**src/design/alarm_consts.svh**
```systemverilog
`ifndef ALARM_CONSTS_SVH
`define ALARM_CONSTS_SVH

// Alarm group widths and bit positions
`define ALM_REG_W        16
`define ALM_CHAN_W       32
`define ALM_BIT_OVP      0
`define ALM_BIT_UVP      1
`define ALM_BIT_OCP      2

// Reset values
`define ALM_MASK_RST     16'h0000
`define ALM_EVENT_RST    16'h0000
`define WRES_RST         13'h0000
`define THER_TEMP_RST    32'h000009c4
`define THER_RES_RST     20'h02710
`define THER_BETA_RST    20'h00fe9

// Value widths and limits
`define WRES_W           13
`define WRES_MAX         32'h00001388
`define THER_TEMP_MIN    32'hffff95b1
`define THER_TEMP_MAX    32'h00006ab3
`define THER_VAL_W       20
`define THER_VAL_MIN     32'h00000001
`define THER_VAL_MAX     32'h000f4240
`define TTIM_W           16

// Thermistor field selects on the index input
`define THER_SEL_TEMP    5'h00
`define THER_SEL_RES     5'h01
`define THER_SEL_BETA    5'h02

`endif

```
**src/design/alarm_pkg.sv**
```systemverilog
package alarm_pkg;

  typedef enum logic [3:0] {
    OP_RD_EVENT = 4'h0,
    OP_RD_COND  = 4'h1,
    OP_RD_MASK  = 4'h2,
    OP_WR_MASK  = 4'h3,
    OP_RD_OCV   = 4'h4,
    OP_RD_OVV   = 4'h5,
    OP_RD_UVV   = 4'h6,
    OP_RD_VERIF = 4'h7,
    OP_RD_WCAL  = 4'h8,
    OP_RD_WRES  = 4'h9,
    OP_WR_WRES  = 4'ha,
    OP_RD_TTIM  = 4'hb,
    OP_RD_THER  = 4'hc,
    OP_WR_THER  = 4'hd,
    OP_CLS      = 4'he
  } cmd_op_t;

endpackage

```
**src/design/alarm_status.sv**
```systemverilog
`timescale 1ns/1ns
`include "alarm_consts.svh"
// Function
// - Event bits latch rising conditions; a set bit ignores repeats.
// - Reading the event register returns it, then clears it.
// - Event bits hold until event read or clear-status command.
// - Condition register follows live fault state, no latching.
// - Reading the condition register changes nothing.
// - A vanished fault clears its condition bit one clock later, at the next rising edge.
// - Three summary bits: over-voltage, under-voltage, over-current.
// - Host reads and writes mask selecting events for status summary.
// - Mask is kept in nonvolatile store, reloaded after power up.
// - Values travel as binary-weighted sums of set bits.
// - 32-bit over-current vector, channel 1 bit 0, channel 32 bit 31.
// - 32-bit over-voltage vector, same channel order.
// - 32-bit under-voltage vector, each bit a live channel.
// - Verification flag reads 1 when done, 0 while running.
// - Wiring calibration flag reads 1 when done, 0 while running.
// - Per-channel wiring resistance, 0 to 5 ohm in milliohms, default 0.
// - Remaining test time reported in minutes.
// - Thermistor temperature, resistance and beta stored, range checked.

module alarm_status #(
  parameter int CHANNELS = `ALM_CHAN_W
) (
  // Clock and reset
  input  wire logic                   clk_i,
  input  wire logic                   reset_i,
  // Live faults and progress
  input  wire logic [CHANNELS-1:0]    ocp_fault_i,
  input  wire logic [CHANNELS-1:0]    ovp_fault_i,
  input  wire logic [CHANNELS-1:0]    uvp_fault_i,
  input  wire logic                   verif_done_i,
  input  wire logic                   wirecal_done_i,
  input  wire logic [`TTIM_W-1:0]     remaining_min_i,
  // Nonvolatile mask store
  input  wire logic [`ALM_REG_W-1:0]  nv_mask_i,
  output logic                        nv_mask_wr_o,
  output logic [`ALM_REG_W-1:0]       nv_mask_data_o,
  // Host command port
  input  wire logic                   cmd_valid_i,
  input  wire alarm_pkg::cmd_op_t     cmd_op_i,
  input  wire logic [4:0]             cmd_index_i,
  input  wire logic [31:0]            cmd_data_i,
  output logic                        rsp_valid_o,
  output logic [31:0]                 rsp_data_o,
  output logic                        rsp_err_o,
  // Status byte summary
  output logic                        alarm_summary_o
);

  logic [CHANNELS-1:0]   ocv_w;
  logic [CHANNELS-1:0]   ovv_w;
  logic [CHANNELS-1:0]   uvv_w;
  logic                  ocp_sum_w;
  logic                  ovp_sum_w;
  logic                  uvp_sum_w;
  logic [`ALM_REG_W-1:0] cond_w;
  logic [`ALM_REG_W-1:0] cond_prev_ff;
  logic [`ALM_REG_W-1:0] rise_w;
  logic [`ALM_REG_W-1:0] event_ff;
  logic [`ALM_REG_W-1:0] nxt_event;
  logic [`ALM_REG_W-1:0] mask_ff;
  logic                  mask_load_ff;
  logic                  verif_done_ff;
  logic                  wirecal_done_ff;
  logic [`TTIM_W-1:0]    ttim_ff;
  logic [`WRES_W-1:0]    wres_ff [CHANNELS];
  logic [31:0]           ther_temp_ff;
  logic [`THER_VAL_W-1:0] ther_res_ff;
  logic [`THER_VAL_W-1:0] ther_beta_ff;
  logic                  summary_ff;
  logic                  nv_wr_ff;
  logic [`ALM_REG_W-1:0] nv_data_ff;
  logic                  rsp_valid_ff;
  logic [31:0]           rsp_data_ff;
  logic                  rsp_err_ff;
  logic [31:0]           nxt_rsp_data;
  logic                  nxt_rsp_err;

  fault_vector_reg #(.WIDTH(CHANNELS)) u_ocp (
    .clk_i     (clk_i),
    .reset_i   (reset_i),
    .fault_i   (ocp_fault_i),
    .vector_o  (ocv_w),
    .summary_o (ocp_sum_w)
  );

  fault_vector_reg #(.WIDTH(CHANNELS)) u_ovp (
    .clk_i     (clk_i),
    .reset_i   (reset_i),
    .fault_i   (ovp_fault_i),
    .vector_o  (ovv_w),
    .summary_o (ovp_sum_w)
  );

  fault_vector_reg #(.WIDTH(CHANNELS)) u_uvp (
    .clk_i     (clk_i),
    .reset_i   (reset_i),
    .fault_i   (uvp_fault_i),
    .vector_o  (uvv_w),
    .summary_o (uvp_sum_w)
  );

  assign cond_w = {{(`ALM_REG_W-3){1'b0}}, ocp_sum_w, uvp_sum_w, ovp_sum_w};
  logic op_rd_event;
  logic op_cls;
  logic op_wr_mask;
  logic op_wr_wres;
  logic op_wr_ther;
  logic wres_ok;
  logic ther_ok;
  logic clr_evt;
  assign op_rd_event = cmd_valid_i && cmd_op_i == alarm_pkg::OP_RD_EVENT;
  assign op_cls      = cmd_valid_i && cmd_op_i == alarm_pkg::OP_CLS;
  assign op_wr_mask  = cmd_valid_i && cmd_op_i == alarm_pkg::OP_WR_MASK;
  assign op_wr_wres  = cmd_valid_i && cmd_op_i == alarm_pkg::OP_WR_WRES;
  assign op_wr_ther  = cmd_valid_i && cmd_op_i == alarm_pkg::OP_WR_THER;
  assign clr_evt     = op_rd_event || op_cls;

  assign wres_ok = cmd_data_i <= `WRES_MAX;
  always_comb begin
    ther_ok = 1'b0;
    if (cmd_index_i == `THER_SEL_TEMP) begin
      ther_ok = $signed(cmd_data_i) >= $signed(`THER_TEMP_MIN) &&
                $signed(cmd_data_i) <= $signed(`THER_TEMP_MAX);
    end else if (cmd_index_i == `THER_SEL_RES ||
                 cmd_index_i == `THER_SEL_BETA) begin
      ther_ok = cmd_data_i >= `THER_VAL_MIN && cmd_data_i <= `THER_VAL_MAX;
    end
  end

  assign rise_w = cond_w & ~cond_prev_ff;
  assign nxt_event = (clr_evt ? `ALM_EVENT_RST : event_ff) | rise_w;

  always_ff @(posedge clk_i or posedge reset_i) begin
    if (reset_i) begin
      cond_prev_ff <= '0;
      event_ff     <= `ALM_EVENT_RST;
    end else begin
      cond_prev_ff <= cond_w;
      event_ff     <= nxt_event;
    end
  end

  always_ff @(posedge clk_i or posedge reset_i) begin
    if (reset_i) begin
      mask_load_ff <= 1'b1;
      mask_ff      <= `ALM_MASK_RST;
      nv_wr_ff     <= 1'b0;
      nv_data_ff   <= `ALM_MASK_RST;
    end else begin
      mask_load_ff <= 1'b0;
      nv_wr_ff     <= op_wr_mask;
      if (op_wr_mask) begin
        mask_ff    <= cmd_data_i[`ALM_REG_W-1:0];
        nv_data_ff <= cmd_data_i[`ALM_REG_W-1:0];
      end else if (mask_load_ff) begin
        mask_ff    <= nv_mask_i;
      end
    end
  end

  always_ff @(posedge clk_i or posedge reset_i) begin
    if (reset_i) begin
      verif_done_ff   <= 1'b0;
      wirecal_done_ff <= 1'b0;
      ttim_ff         <= '0;
    end else begin
      verif_done_ff   <= verif_done_i;
      wirecal_done_ff <= wirecal_done_i;
      ttim_ff         <= remaining_min_i;
    end
  end

  always_ff @(posedge clk_i or posedge reset_i) begin
    if (reset_i) begin
      for (int i = 0; i < CHANNELS; i++) begin
        wres_ff[i] <= `WRES_RST;
      end
    end else if (op_wr_wres && wres_ok) begin
      wres_ff[cmd_index_i] <= cmd_data_i[`WRES_W-1:0];
    end
  end

  always_ff @(posedge clk_i or posedge reset_i) begin
    if (reset_i) begin
      ther_temp_ff <= `THER_TEMP_RST;
      ther_res_ff  <= `THER_RES_RST;
      ther_beta_ff <= `THER_BETA_RST;
    end else if (op_wr_ther && ther_ok) begin
      if (cmd_index_i == `THER_SEL_TEMP) begin
        ther_temp_ff <= cmd_data_i;
      end
      if (cmd_index_i == `THER_SEL_RES) begin
        ther_res_ff <= cmd_data_i[`THER_VAL_W-1:0];
      end
      if (cmd_index_i == `THER_SEL_BETA) begin
        ther_beta_ff <= cmd_data_i[`THER_VAL_W-1:0];
      end
    end
  end

  always_comb begin
    nxt_rsp_data = 32'h0;
    nxt_rsp_err  = 1'b0;
    unique case (cmd_op_i)
      alarm_pkg::OP_RD_EVENT: nxt_rsp_data = {16'h0, event_ff};
      alarm_pkg::OP_RD_COND:  nxt_rsp_data = {16'h0, cond_w};
      alarm_pkg::OP_RD_MASK:  nxt_rsp_data = {16'h0, mask_ff};
      alarm_pkg::OP_WR_MASK:  nxt_rsp_data = 32'h0;
      alarm_pkg::OP_RD_OCV:   nxt_rsp_data = 32'(ocv_w);
      alarm_pkg::OP_RD_OVV:   nxt_rsp_data = 32'(ovv_w);
      alarm_pkg::OP_RD_UVV:   nxt_rsp_data = 32'(uvv_w);
      alarm_pkg::OP_RD_VERIF: nxt_rsp_data = {31'h0, verif_done_ff};
      alarm_pkg::OP_RD_WCAL:  nxt_rsp_data = {31'h0, wirecal_done_ff};
      alarm_pkg::OP_RD_WRES:  nxt_rsp_data = {19'h0, wres_ff[cmd_index_i]};
      alarm_pkg::OP_WR_WRES:  nxt_rsp_err  = !wres_ok;
      alarm_pkg::OP_RD_TTIM:  nxt_rsp_data = {16'h0, ttim_ff};
      alarm_pkg::OP_RD_THER: begin
        if (cmd_index_i == `THER_SEL_TEMP) begin
          nxt_rsp_data = ther_temp_ff;
        end else if (cmd_index_i == `THER_SEL_RES) begin
          nxt_rsp_data = {12'h0, ther_res_ff};
        end else if (cmd_index_i == `THER_SEL_BETA) begin
          nxt_rsp_data = {12'h0, ther_beta_ff};
        end else begin
          nxt_rsp_err = 1'b1;
        end
      end
      alarm_pkg::OP_WR_THER:  nxt_rsp_err  = !ther_ok;
      alarm_pkg::OP_CLS:      nxt_rsp_data = 32'h0;
      default:                nxt_rsp_err  = 1'b1;
    endcase
  end

  // Response and summary registers
  always_ff @(posedge clk_i or posedge reset_i) begin
    if (reset_i) begin
      rsp_valid_ff <= 1'b0;
      rsp_data_ff  <= 32'h0;
      rsp_err_ff   <= 1'b0;
      summary_ff   <= 1'b0;
    end else begin
      rsp_valid_ff <= cmd_valid_i;
      rsp_data_ff  <= cmd_valid_i ? nxt_rsp_data : 32'h0;
      rsp_err_ff   <= cmd_valid_i && nxt_rsp_err;
      summary_ff   <= |(event_ff & mask_ff);
    end
  end

  assign rsp_valid_o     = rsp_valid_ff;
  assign rsp_data_o      = rsp_data_ff;
  assign rsp_err_o       = rsp_err_ff;
  assign alarm_summary_o = summary_ff;
  assign nv_mask_wr_o    = nv_wr_ff;
  assign nv_mask_data_o  = nv_data_ff;

  property p_evt_hold;
    @(posedge clk_i) disable iff (reset_i)
      !clr_evt |=> (event_ff & $past(event_ff)) == $past(event_ff);
  endproperty
  a_evt_hold: assert property (p_evt_hold) else $error("event bit lost");

  property p_rd_clear;
    @(posedge clk_i) disable iff (reset_i)
      op_rd_event |=> event_ff == $past(rise_w) && rsp_valid_o &&
                      rsp_data_o == {16'h0, $past(event_ff)};
  endproperty
  a_rd_clear: assert property (p_rd_clear) else $error("read clear bad");

  property p_evt_latch;
    @(posedge clk_i) disable iff (reset_i)
      cond_w[`ALM_BIT_OCP] && !cond_prev_ff[`ALM_BIT_OCP]
        |=> event_ff[`ALM_BIT_OCP];
  endproperty
  a_evt_latch: assert property (p_evt_latch) else $error("event missed");

  property p_cond_live;
    @(posedge clk_i) disable iff (reset_i)
      ##1 cond_w[`ALM_BIT_UVP] == |$past(uvp_fault_i);
  endproperty
  a_cond_live: assert property (p_cond_live) else $error("cond stale");

  property p_cond_rd;
    @(posedge clk_i) disable iff (reset_i)
      cmd_valid_i && cmd_op_i == alarm_pkg::OP_RD_COND && !clr_evt
        |=> event_ff == ($past(event_ff) | $past(rise_w)) &&
            rsp_data_o == {16'h0, $past(cond_w)};
  endproperty
  a_cond_rd: assert property (p_cond_rd) else $error("cond read bad");

  property p_mask_wr;
    @(posedge clk_i) disable iff (reset_i)
      op_wr_mask |=> mask_ff == $past(cmd_data_i[15:0]) && nv_mask_wr_o &&
                     nv_mask_data_o == $past(cmd_data_i[15:0]);
  endproperty
  a_mask_wr: assert property (p_mask_wr) else $error("mask write bad");

  property p_summary;
    @(posedge clk_i) disable iff (reset_i)
      ##1 alarm_summary_o == |($past(event_ff) & $past(mask_ff));
  endproperty
  a_summary: assert property (p_summary) else $error("summary wrong");

  property p_wres_rng;
    @(posedge clk_i) disable iff (reset_i)
      op_wr_wres && cmd_data_i > `WRES_MAX |=> rsp_err_o;
  endproperty
  a_wres_rng: assert property (p_wres_rng) else $error("range missed");

  property p_verif;
    @(posedge clk_i) disable iff (reset_i)
      cmd_valid_i && cmd_op_i == alarm_pkg::OP_RD_VERIF
        |=> rsp_data_o == {31'h0, $past(verif_done_ff)};
  endproperty
  a_verif: assert property (p_verif) else $error("verif flag bad");
endmodule // alarm_status

```
**src/design/fault_vector_reg.sv**
```systemverilog
`timescale 1ns/1ns
`include "alarm_consts.svh"

module fault_vector_reg #(
  parameter int WIDTH = `ALM_CHAN_W
) (
  // Clock and reset
  input  wire logic             clk_i,
  input  wire logic             reset_i,
  // Live per-channel faults
  input  wire logic [WIDTH-1:0] fault_i,
  // Vector and summary
  output logic      [WIDTH-1:0] vector_o,
  output logic                  summary_o
);

  logic [WIDTH-1:0] vector_ff;
  logic             summary_ff;

  always_ff @(posedge clk_i or posedge reset_i) begin
    if (reset_i) begin
      vector_ff  <= '0;
      summary_ff <= 1'b0;
    end else begin
      vector_ff  <= fault_i;
      summary_ff <= |fault_i;
    end
  end

  assign vector_o  = vector_ff;
  assign summary_o = summary_ff;

  property p_sum_or;
    @(posedge clk_i) disable iff (reset_i)
      summary_ff == |vector_ff;
  endproperty
  a_sum_or: assert property (p_sum_or) else $error("summary not OR");

  property p_vec_live;
    @(posedge clk_i) disable iff (reset_i)
      ##1 vector_ff == $past(fault_i);
  endproperty
  a_vec_live: assert property (p_vec_live) else $error("vector stale");

endmodule // fault_vector_reg

```
**config.mk**
```make
export PLATFORM = sky130hd
export DESIGN_NAME = alarm_status
export DESIGN_NICKNAME = d
export VERILOG_FILES = /design/src/design/alarm_pkg.sv /design/src/design/alarm_status.sv /design/src/design/fault_vector_reg.sv
export VERILOG_INCLUDE_DIRS = /design/src /design/src/design
export SDC_FILE = /design/constraint.sdc
export NUM_CORES = 1
export LEC_CHECK = 0
export BUFFER_PORTS_ARGS = -buffer_cell sky130_fd_sc_hd__buf_2
export CAP_MARGIN = 20
export CELL_PAD_IN_SITES_DETAIL_PLACEMENT = 0
export CELL_PAD_IN_SITES_GLOBAL_PLACEMENT = 1
export CORE_MARGIN = 2
export CORE_UTILIZATION = 45
export CTS_BUF_LIST = sky130_fd_sc_hd__clkbuf_8 sky130_fd_sc_hd__clkbuf_16
export CTS_CLUSTER_SIZE = 16
export DETAILED_ROUTE_END_ITERATION = 8
export PLACE_DENSITY_LB_ADDON = 0.1
export SLEW_MARGIN = 15
export SYNTH_ARGS = -nofsm -noshare
export SYNTH_HDL_FRONTEND = slang
export SYNTH_SLANG_ARGS = --single-unit
export TNS_END_PERCENT = 50
```
**constraint.sdc**
```tcl
create_clock -name clk_i -period 25.9 [get_ports clk_i]
set_input_delay 7.77 -clock clk_i [delete_from_list [all_inputs] [get_ports clk_i]]
set_output_delay 7.77 -clock clk_i [all_outputs]
set_load 0.1 [all_outputs]
```
==> results of run 1 <==
placed cells by master, fill, tap and decap left out, drive strengths merged, types with 3 or more instances in the layout:
| master | count |
|---|---|
| a22oi | 72 |
| clkbuf | 94 |
| a21oi | 24 |
| nor3b | 3 |
| dfstp | 20 |
| a222oi | 26 |
| or2 | 6 |
| clkinv | 8 |
| inv | 30 |
| nor4 | 34 |
| a22o | 24 |
| nor3 | 13 |
| bufinv | 5 |
| nand2 | 122 |
| nand3 | 17 |
| or4 | 8 |
| nor2b | 4 |
| dfrtp | 660 |
| mux2i | 17 |
| and3 | 3 |
| nand4 | 24 |
| nor2 | 50 |
| diode | 3 |
| mux2 | 488 |
| o21ai | 27 |
| mux4 | 104 |
| a221oi | 19 |
| nand2b | 7 |
| clkinvlp | 5 |
| buf | 268 |
sequential cells by signal, summed over array words and instances, names as in the netlist, 3 cells and up:
register / count
ttim_ff: 16
rsp_data_o: 32
u_uvp.vector_o: 32
nv_mask_data_o: 16
ther_temp_ff: 32
ther_res_ff: 20
u_ocp.vector_o: 32
mask_ff: 16
event_ff: 3
cond_prev_ff: 3
wres_ff: 416
u_ovp.vector_o: 32
ther_beta_ff: 20
cell usage after synthesis, types with 7 or more instances:
cell	number	share of area, %
mux2_2	459	18
nand2_1	111	1.4
a22oi_1	72	1.9
buf_2	35	0.61
nor2_1	46	0.60
mux2i_1	17	0.59
nand2_2	11	0.24
nand2b_1	7	0.15
a222oi_1	26	0.90
a22o_1	24	0.73
mux2_1	29	1.1
nand3_1	17	0.29
a21oi_1	24	0.42
nand4_1	24	0.52
clkbuf_1	113	1.5
a221oi_1	19	0.58
nor3_1	9	0.16
buf_1	14	0.18
dfrtp_1	660	57
nor4_1	34	0.74
o21ai_0	27	0.47
dfstp_2	20	1.8
mux4_2	104	8.1
inv_1	8	0.10
routing by layer:
layer,global-route usage (%),vias up,part of all wire (%)
met5,0,-,0
met4,8.703,0,3.2
met3,3.357,129,4.1
met2,42.28,484,49
met1,36.36,9761,44
li1,-,7726,-
through the flow:
step           total power [mW]  instances
2_1_floorplan             1.225       1978
3_3_place_gp              1.289       2918
3_5_place_dp              1.290       2919
4_1_cts                   2.366       3053
5_1_grt                   2.422       3060
6_report                  2.341       3061
kinds of logic (layout without fill, tap and decap cells):
family,after synthesis,count (layout),synth area share [%]
flip-flops,680,680,58.91
AO/OA/AOI/OAI,211,211,5.489
multiplexers,609,609,27.68
buffers and inverters,176,410,2.552
other,1,4,0.01296
AND/OR/NAND/NOR,301,301,5.355
area by class of cell:
cell class / instances / area, um2
tap: 846 / 1059
fill: 5333 / 29930
timing repair buffer: 268 / 1534
inverter: 8 / 33.78
clock buffer: 94 / 2161
clock inverter: 40 / 325.3
sequential: 680 / 17040
antenna: 3 / 7.507
multi-input combinational: 1122 / 11220
where the power goes:
part	switching, mW	internal (mW)	total, mW
clock network	0.434	0.637	1.07
logic	0.139	0.0363	0.175
registers	0.0123	1.08	1.09
total	0.585	1.76	2.34
worst register-to-register path, cell delays in order, from the launching register on:
cell and delay [ns]:
dfrtp_1 0.38, mux4_2 0.54, a22oi_1 0.68, nand4_1 0.36
a221oi_1 0.36, nor2_1 0.06
how the worst max path moves through the flow:
stage | depth (start not counted) | slack (ns) | end
after floorplan | 1 | 8.84 | alarm_summary_o$_DFF_PP0_
after global placement | 9 | 14.53 | ther_beta_ff[1]$_DFFE_PP0P_
after detailed placement | 9 | 14.48 | ther_beta_ff[12]$_DFFE_PP0P_
after CTS | 9 | 15.13 | ther_beta_ff[12]$_DFFE_PP0P_
after global routing | 9 | 14.81 | ther_beta_ff[4]$_DFFE_PP0P_
final | 9 | 15.11 | ther_beta_ff[1]$_DFFE_PP0P_
==> results.py, run 1 <==
metrics = {
    "synth": {
        "ys_types": 56,
        "syn_nets": 2152,
        "yosysWarnings": 0,
        "avgSynthCellArea_um2": 14.62,
        "synth-seq-cells": 680,
        "synth_flop_cell": "dfrtp_1",
        "synth_edf_count": 0,
        "seq_area_frac_synth_pct": 58.91,
        "syn_area_um2": 28930,
        "async_reset_ff_share_pct": 100.0,
        "netlist_instances": 1978,
    },
    "power_and_ir_drop": {
        "power.density_nw_per_um2": 70.14,
        "peakVddDrop_mv": 0.04549,
        "leakagePower_nw": 16.07,
    },
    "floorplan": {
        "rows": 92,
        "core-area_um2": 63310,
        "start_util_pct": 45.69,
        "fp.dieH_um": 257.5,
        "die_area_um2": 66330,
        "io_pins": 226,
        "dieWidth_um": 257.5,
    },
    "layout": {
        "stdcell_area_um2": 33380,
        "layout-drive-gt1-share_pct": 45.80,
        "final_util_pct": 52.73,
        "area_delta_synth_final_pct": 15.40,
        "nets": 2328,
    },
    "global_routing": {
        "grt_max_degree": 184,
        "track_usage_pct": 25.98,
        "overflow": 0,
        "grt_pass1_vias": 18838,
        "antenna_found_initial": 3,
        "grt_pass1_wl_um": 128000,
    },
    "worst_setup_path": {
        "slowest_delay_ns": 0.65,
        "r2r_cells": 5,
        "crit_slowest_cell": "buf_4",
        "r2r-end": "rsp_data_o[8]$_DFF_PP0_",
        "rr_startpoint": "wres_ff[8]$_DFFE_PP0P_",
        "crit_path_cell_trace": "buf_6 -> buf_4 -> nor2b_1 -> o21ai_0 -> a311oi_1 -> a32oi_1 -> nor4_2 -> buf_4 -> mux2_2",
        "critPathMostFrequentCell": "buf_4",
        "r2r_setup_slack_ns": 23.40,
        "cp-end-kind": "flop",
        "crit_family": "buffers and inverters",
        "cp_max_fo": 49,
        "arrival_ns": 11.28,
        "critPathLaunchType": "primary input",
        "cp-startpoint": "cmd_index_i[0]",
        "path_class": "in -> reg",
        "crit_required_ns": 26.39,
        "cp_num_buf_inv": 3,
    },
    "hold_path": {
        "whs_path_depth": 0,
        "min_to": "cond_prev_ff[2]$_DFF_PP0_",
        "hp-start": "u_ocp.summary_o$_DFF_PP0_",
        "hold_class": "reg -> reg",
    },
    "place": {
        "hpwl_um": 55940,
        "io_buffers": 225,
        "dpl_cell_area_um2": 30800,
        "gp_congestion": 0.8945,
        "place_ws_ns": 14.48,
    },
    "sta": {
        "setup_ws_ns": 15.11,
        "worst_pin_slew_ns": 1.108,
        "max_freq_mhz": 92.70,
        "timing.setup.tns_ns": 0,
        "period_share_pct": 41.65,
        "hold_viol": 0,
        "relSlewSlack_pct": 26.08,
        "grt_setup_unrepaired": "no",
        "min_period_ns": 10.79,
        "whs_ns": 0.3768,
        "finalSetupViolations": 0,
        "drv_slew": 0,
        "skew_ns": 0.02373,
    },
    "cts": {
        "clk_latency_ns": 0.61,
        "cts_setup_buffers": 0,
        "cts.path.max_buffers": 3,
        "htreeDepth": 3,
        "clk_pin_slew_ns": 0.06,
        "cts_hold_buf": 0,
        "cts_resized": 0,
        "cts_tree": "built",
        "cts_buffers": 74,
        "cts.sinks": 680,
        "root_buffer": "clkbuf_16",
    },
    "routing": {
        "drc": 0,
        "finalWirelength_um": 85400,
        "drt_iter0_markers": 1662,
        "wire_per_inst_um": 27.90,
        "dr.pass1.iters": 5,
        "num_vias": 18100,
        "viasPerCell": 5.913,
        "ant_nets": 0,
    },
    "flow_run": {
        "timing.max_cap.violations": 0,
    },
    "status": {
        "outcome": "finished, final reports clean",
    },
}
No activity file was read; power rests on OpenSTA's default activity.
==> run 2, diff against run 1 <==
==> constraint.sdc (replaced) <==
create_clock -name clk_i -period 8.6 [get_ports clk_i]
set_input_delay 2.58 -clock clk_i [delete_from_list [all_inputs] [get_ports clk_i]]
set_output_delay 2.58 -clock clk_i [all_outputs]
set_load 0.1 [all_outputs]
==> results.py, run 2 (synthesis results as in run 1) <==
metrics = {
    "place": {
        "dpl_cell_area_um2": 30840,
        "io_buffers": 225,
        "gp_congestion": 0.8988,
        "hpwl_um": 57720,
        "place_ws_ns": 2.682,
    },
    "hold_path": {
        "min_to": "cond_prev_ff[1]$_DFF_PP0_",
        "whs_path_depth": 0,
        "hp-start": "u_uvp.summary_o$_DFF_PP0_",
        "hold_class": "reg -> reg",
    },
    "layout": {
        "nets": 2328,
        "register_area_um2": 17040,
        "largest_reg_flops": 416,
        "layout-drive-gt1-share_pct": 45.82,
        "final_common_cell": "dfrtp_1",
        "fillers": 5367,
        "regMostFlops": "wres_ff",
        "area_delta_synth_final_pct": 15.12,
        "multi_input_area_um2": 11230,
        "final_cell_mix": "660 x dfrtp_1, 459 x mux2_2, 223 x buf_2, 111 x nand2_1, 104 x mux4_2",
        "stdcell_area_um2": 33300,
    },
    "routing": {
        "wire_per_inst_um": 28.71,
        "num_vias": 18340,
        "dr.pass1.iters": 8,
        "drt_iter0_markers": 1769,
        "viasPerCell": 5.993,
        "drc": 0,
        "finalWirelength_um": 87850,
        "ant_nets": 0,
    },
    "sta": {
        "finalSetupViolations": 0,
        "setup_ws_ns": 3.285,
        "period_share_pct": 61.80,
        "skew_ns": 0.02504,
        "min_period_ns": 5.315,
        "max_freq_mhz": 188.1,
        "grt_setup_unrepaired": "no",
        "relSlewSlack_pct": 26.83,
        "hold_viol": 0,
        "worst_pin_slew_ns": 1.096,
        "drv_slew": 0,
    },
    "global_routing": {
        "grt_pass1_vias": 19225,
        "overflow": 0,
        "grt_pass1_wl_um": 130700,
        "grt_max_degree": 146,
        "track_usage_pct": 26.72,
        "antenna_found_initial": 2,
    },
    "power_and_ir_drop": {
        "leakagePower_nw": 16.06,
        "power.density_nw_per_um2": 210.1,
        "peakVddDrop_mv": 0.1353,
    },
    "cts": {
        "cts.sinks": 680,
        "root_buffer": "clkbuf_16",
        "cts_resized": 0,
        "cts_setup_buffers": 0,
        "clk_latency_ns": 0.62,
        "cts_hold_buf": 0,
        "htreeDepth": 3,
        "clk_pin_slew_ns": 0.06,
        "cts_buffers": 76,
        "cts_tree": "built",
        "cts.path.max_buffers": 3,
    },
    "worst_setup_path": {
        "cp_max_fo": 40,
        "r2r_setup_slack_ns": 6.26,
        "crit_slowest_cell": "nand2_1",
        "crit_path_cell_trace": "buf_2 -> o31ai_1 -> a21oi_1 -> o31a_1 -> nor3_2 -> and3_1 -> nand2_1 -> mux2_1",
        "r2r_cells": 5,
        "critPathLaunchType": "primary input",
        "cp-end-kind": "flop",
        "slowest_delay_ns": 0.61,
        "rr_startpoint": "wres_ff[12]$_DFFE_PP0P_",
        "path_class": "in -> reg",
        "r2r-end": "rsp_data_o[12]$_DFF_PP0_",
        "crit_required_ns": 9.10,
        "arrival_ns": 5.81,
    },
    "floorplan": {
        "start_util_pct": 45.69,
        "die_area_um2": 66330,
        "dieWidth_um": 257.5,
        "rows": 92,
        "io_pins": 226,
        "core-area_um2": 63310,
        "fp.dieH_um": 257.5,
    },
    "flow_run": {
        "timing.max_cap.violations": 0,
    },
    "status": {
        "outcome": "finished, final reports clean",
    },
}
-- run 2: cell count changes in the layout (fill, tap and decap cells not counted), sizes merged --
cell,delta
bufinv,-4
clkinv,+4
clkinvlp,-4
inv,+4
clkbuf,+3
buf,-2
diode,-2
-- run 2: how the worst max path moves through the flow --
stage	slack (ns)	cells after the start	endpoint	from
floorplan	-3.27	1	alarm_summary_o$_DFF_PP0_	reset_i
global placement	2.72	7	rsp_data_o[6]$_DFF_PP0_	cmd_index_i[0]
detailed placement	2.68	8	wres_ff[4]$_DFFE_PP0P_	cmd_data_i[2]
CTS	3.34	8	wres_ff[376]$_DFFE_PP0P_	cmd_data_i[2]
global route	3.14	8	wres_ff[8]$_DFFE_PP0P_	cmd_data_i[1]
finish	3.28	8	wres_ff[4]$_DFFE_PP0P_	cmd_data_i[1]
-- run 2: stage by stage --
| step | hold slack, ns | power [mW] | util, % | TNS [ns] | cells |
|---|---|---|---|---|---|
| after global routing | 0.3947 | 7.236 | 52.60 | 0 | 3060 |
| after floorplan | 0.3537 | 3.690 | - | -2168.22 | 1978 |
| after CTS | 0.3814 | 7.075 | 52.59 | 0 | 3059 |
| after detailed placement | 0.3690 | 3.893 | 48.72 | 0 | 2922 |
| after global placement | 0.3636 | 3.887 | 48.70 | 0 | 2921 |
| final | 0.3781 | 6.997 | 52.60 | 0 | 3060 |
-- run 2: final cells by class --
cell class                      count  share of cell area [%]
Timing Repair Buffer              266                   4.445
Multi-Input combinational cell   1122                   33.73
Clock inverter                     40                  0.6876
Inverter                            8                  0.1014
Clock buffer                       97                   6.680
Sequential cell                   680                   51.17
Tap cell                          846                   3.179
Antenna cell                        1                0.007515
-- run 2: worst max-delay path, delay by kind of cell --
kind	cells	cell delay (ns)
AO/OA/AOI/OAI	3	0.85
AND/OR/NAND/NOR	3	1.39
buffers and inverters	1	0.41
multiplexers	1	0.54
-- run 2: routing by layer --
layer / part of all wire (%) / global-route usage (%) / wire length (um)
met4: 2.3 / 6.936 / 2032
met1: 43 / 37.23 / 38000
met2: 49 / 43.70 / 43140
met3: 5.3 / 4.662 / 4668
met5: 0.010 / 0 / 9
-- run 2: report_power, final --
part	internal, mW	switching [mW]	leakage (nW)	total [mW]
sequential	3.26	0.0375	9.07	3.30
combinational	0.108	0.424	5.68	0.533
clock	1.85	1.32	1.31	3.17
total	5.22	1.78	16.1	7.00
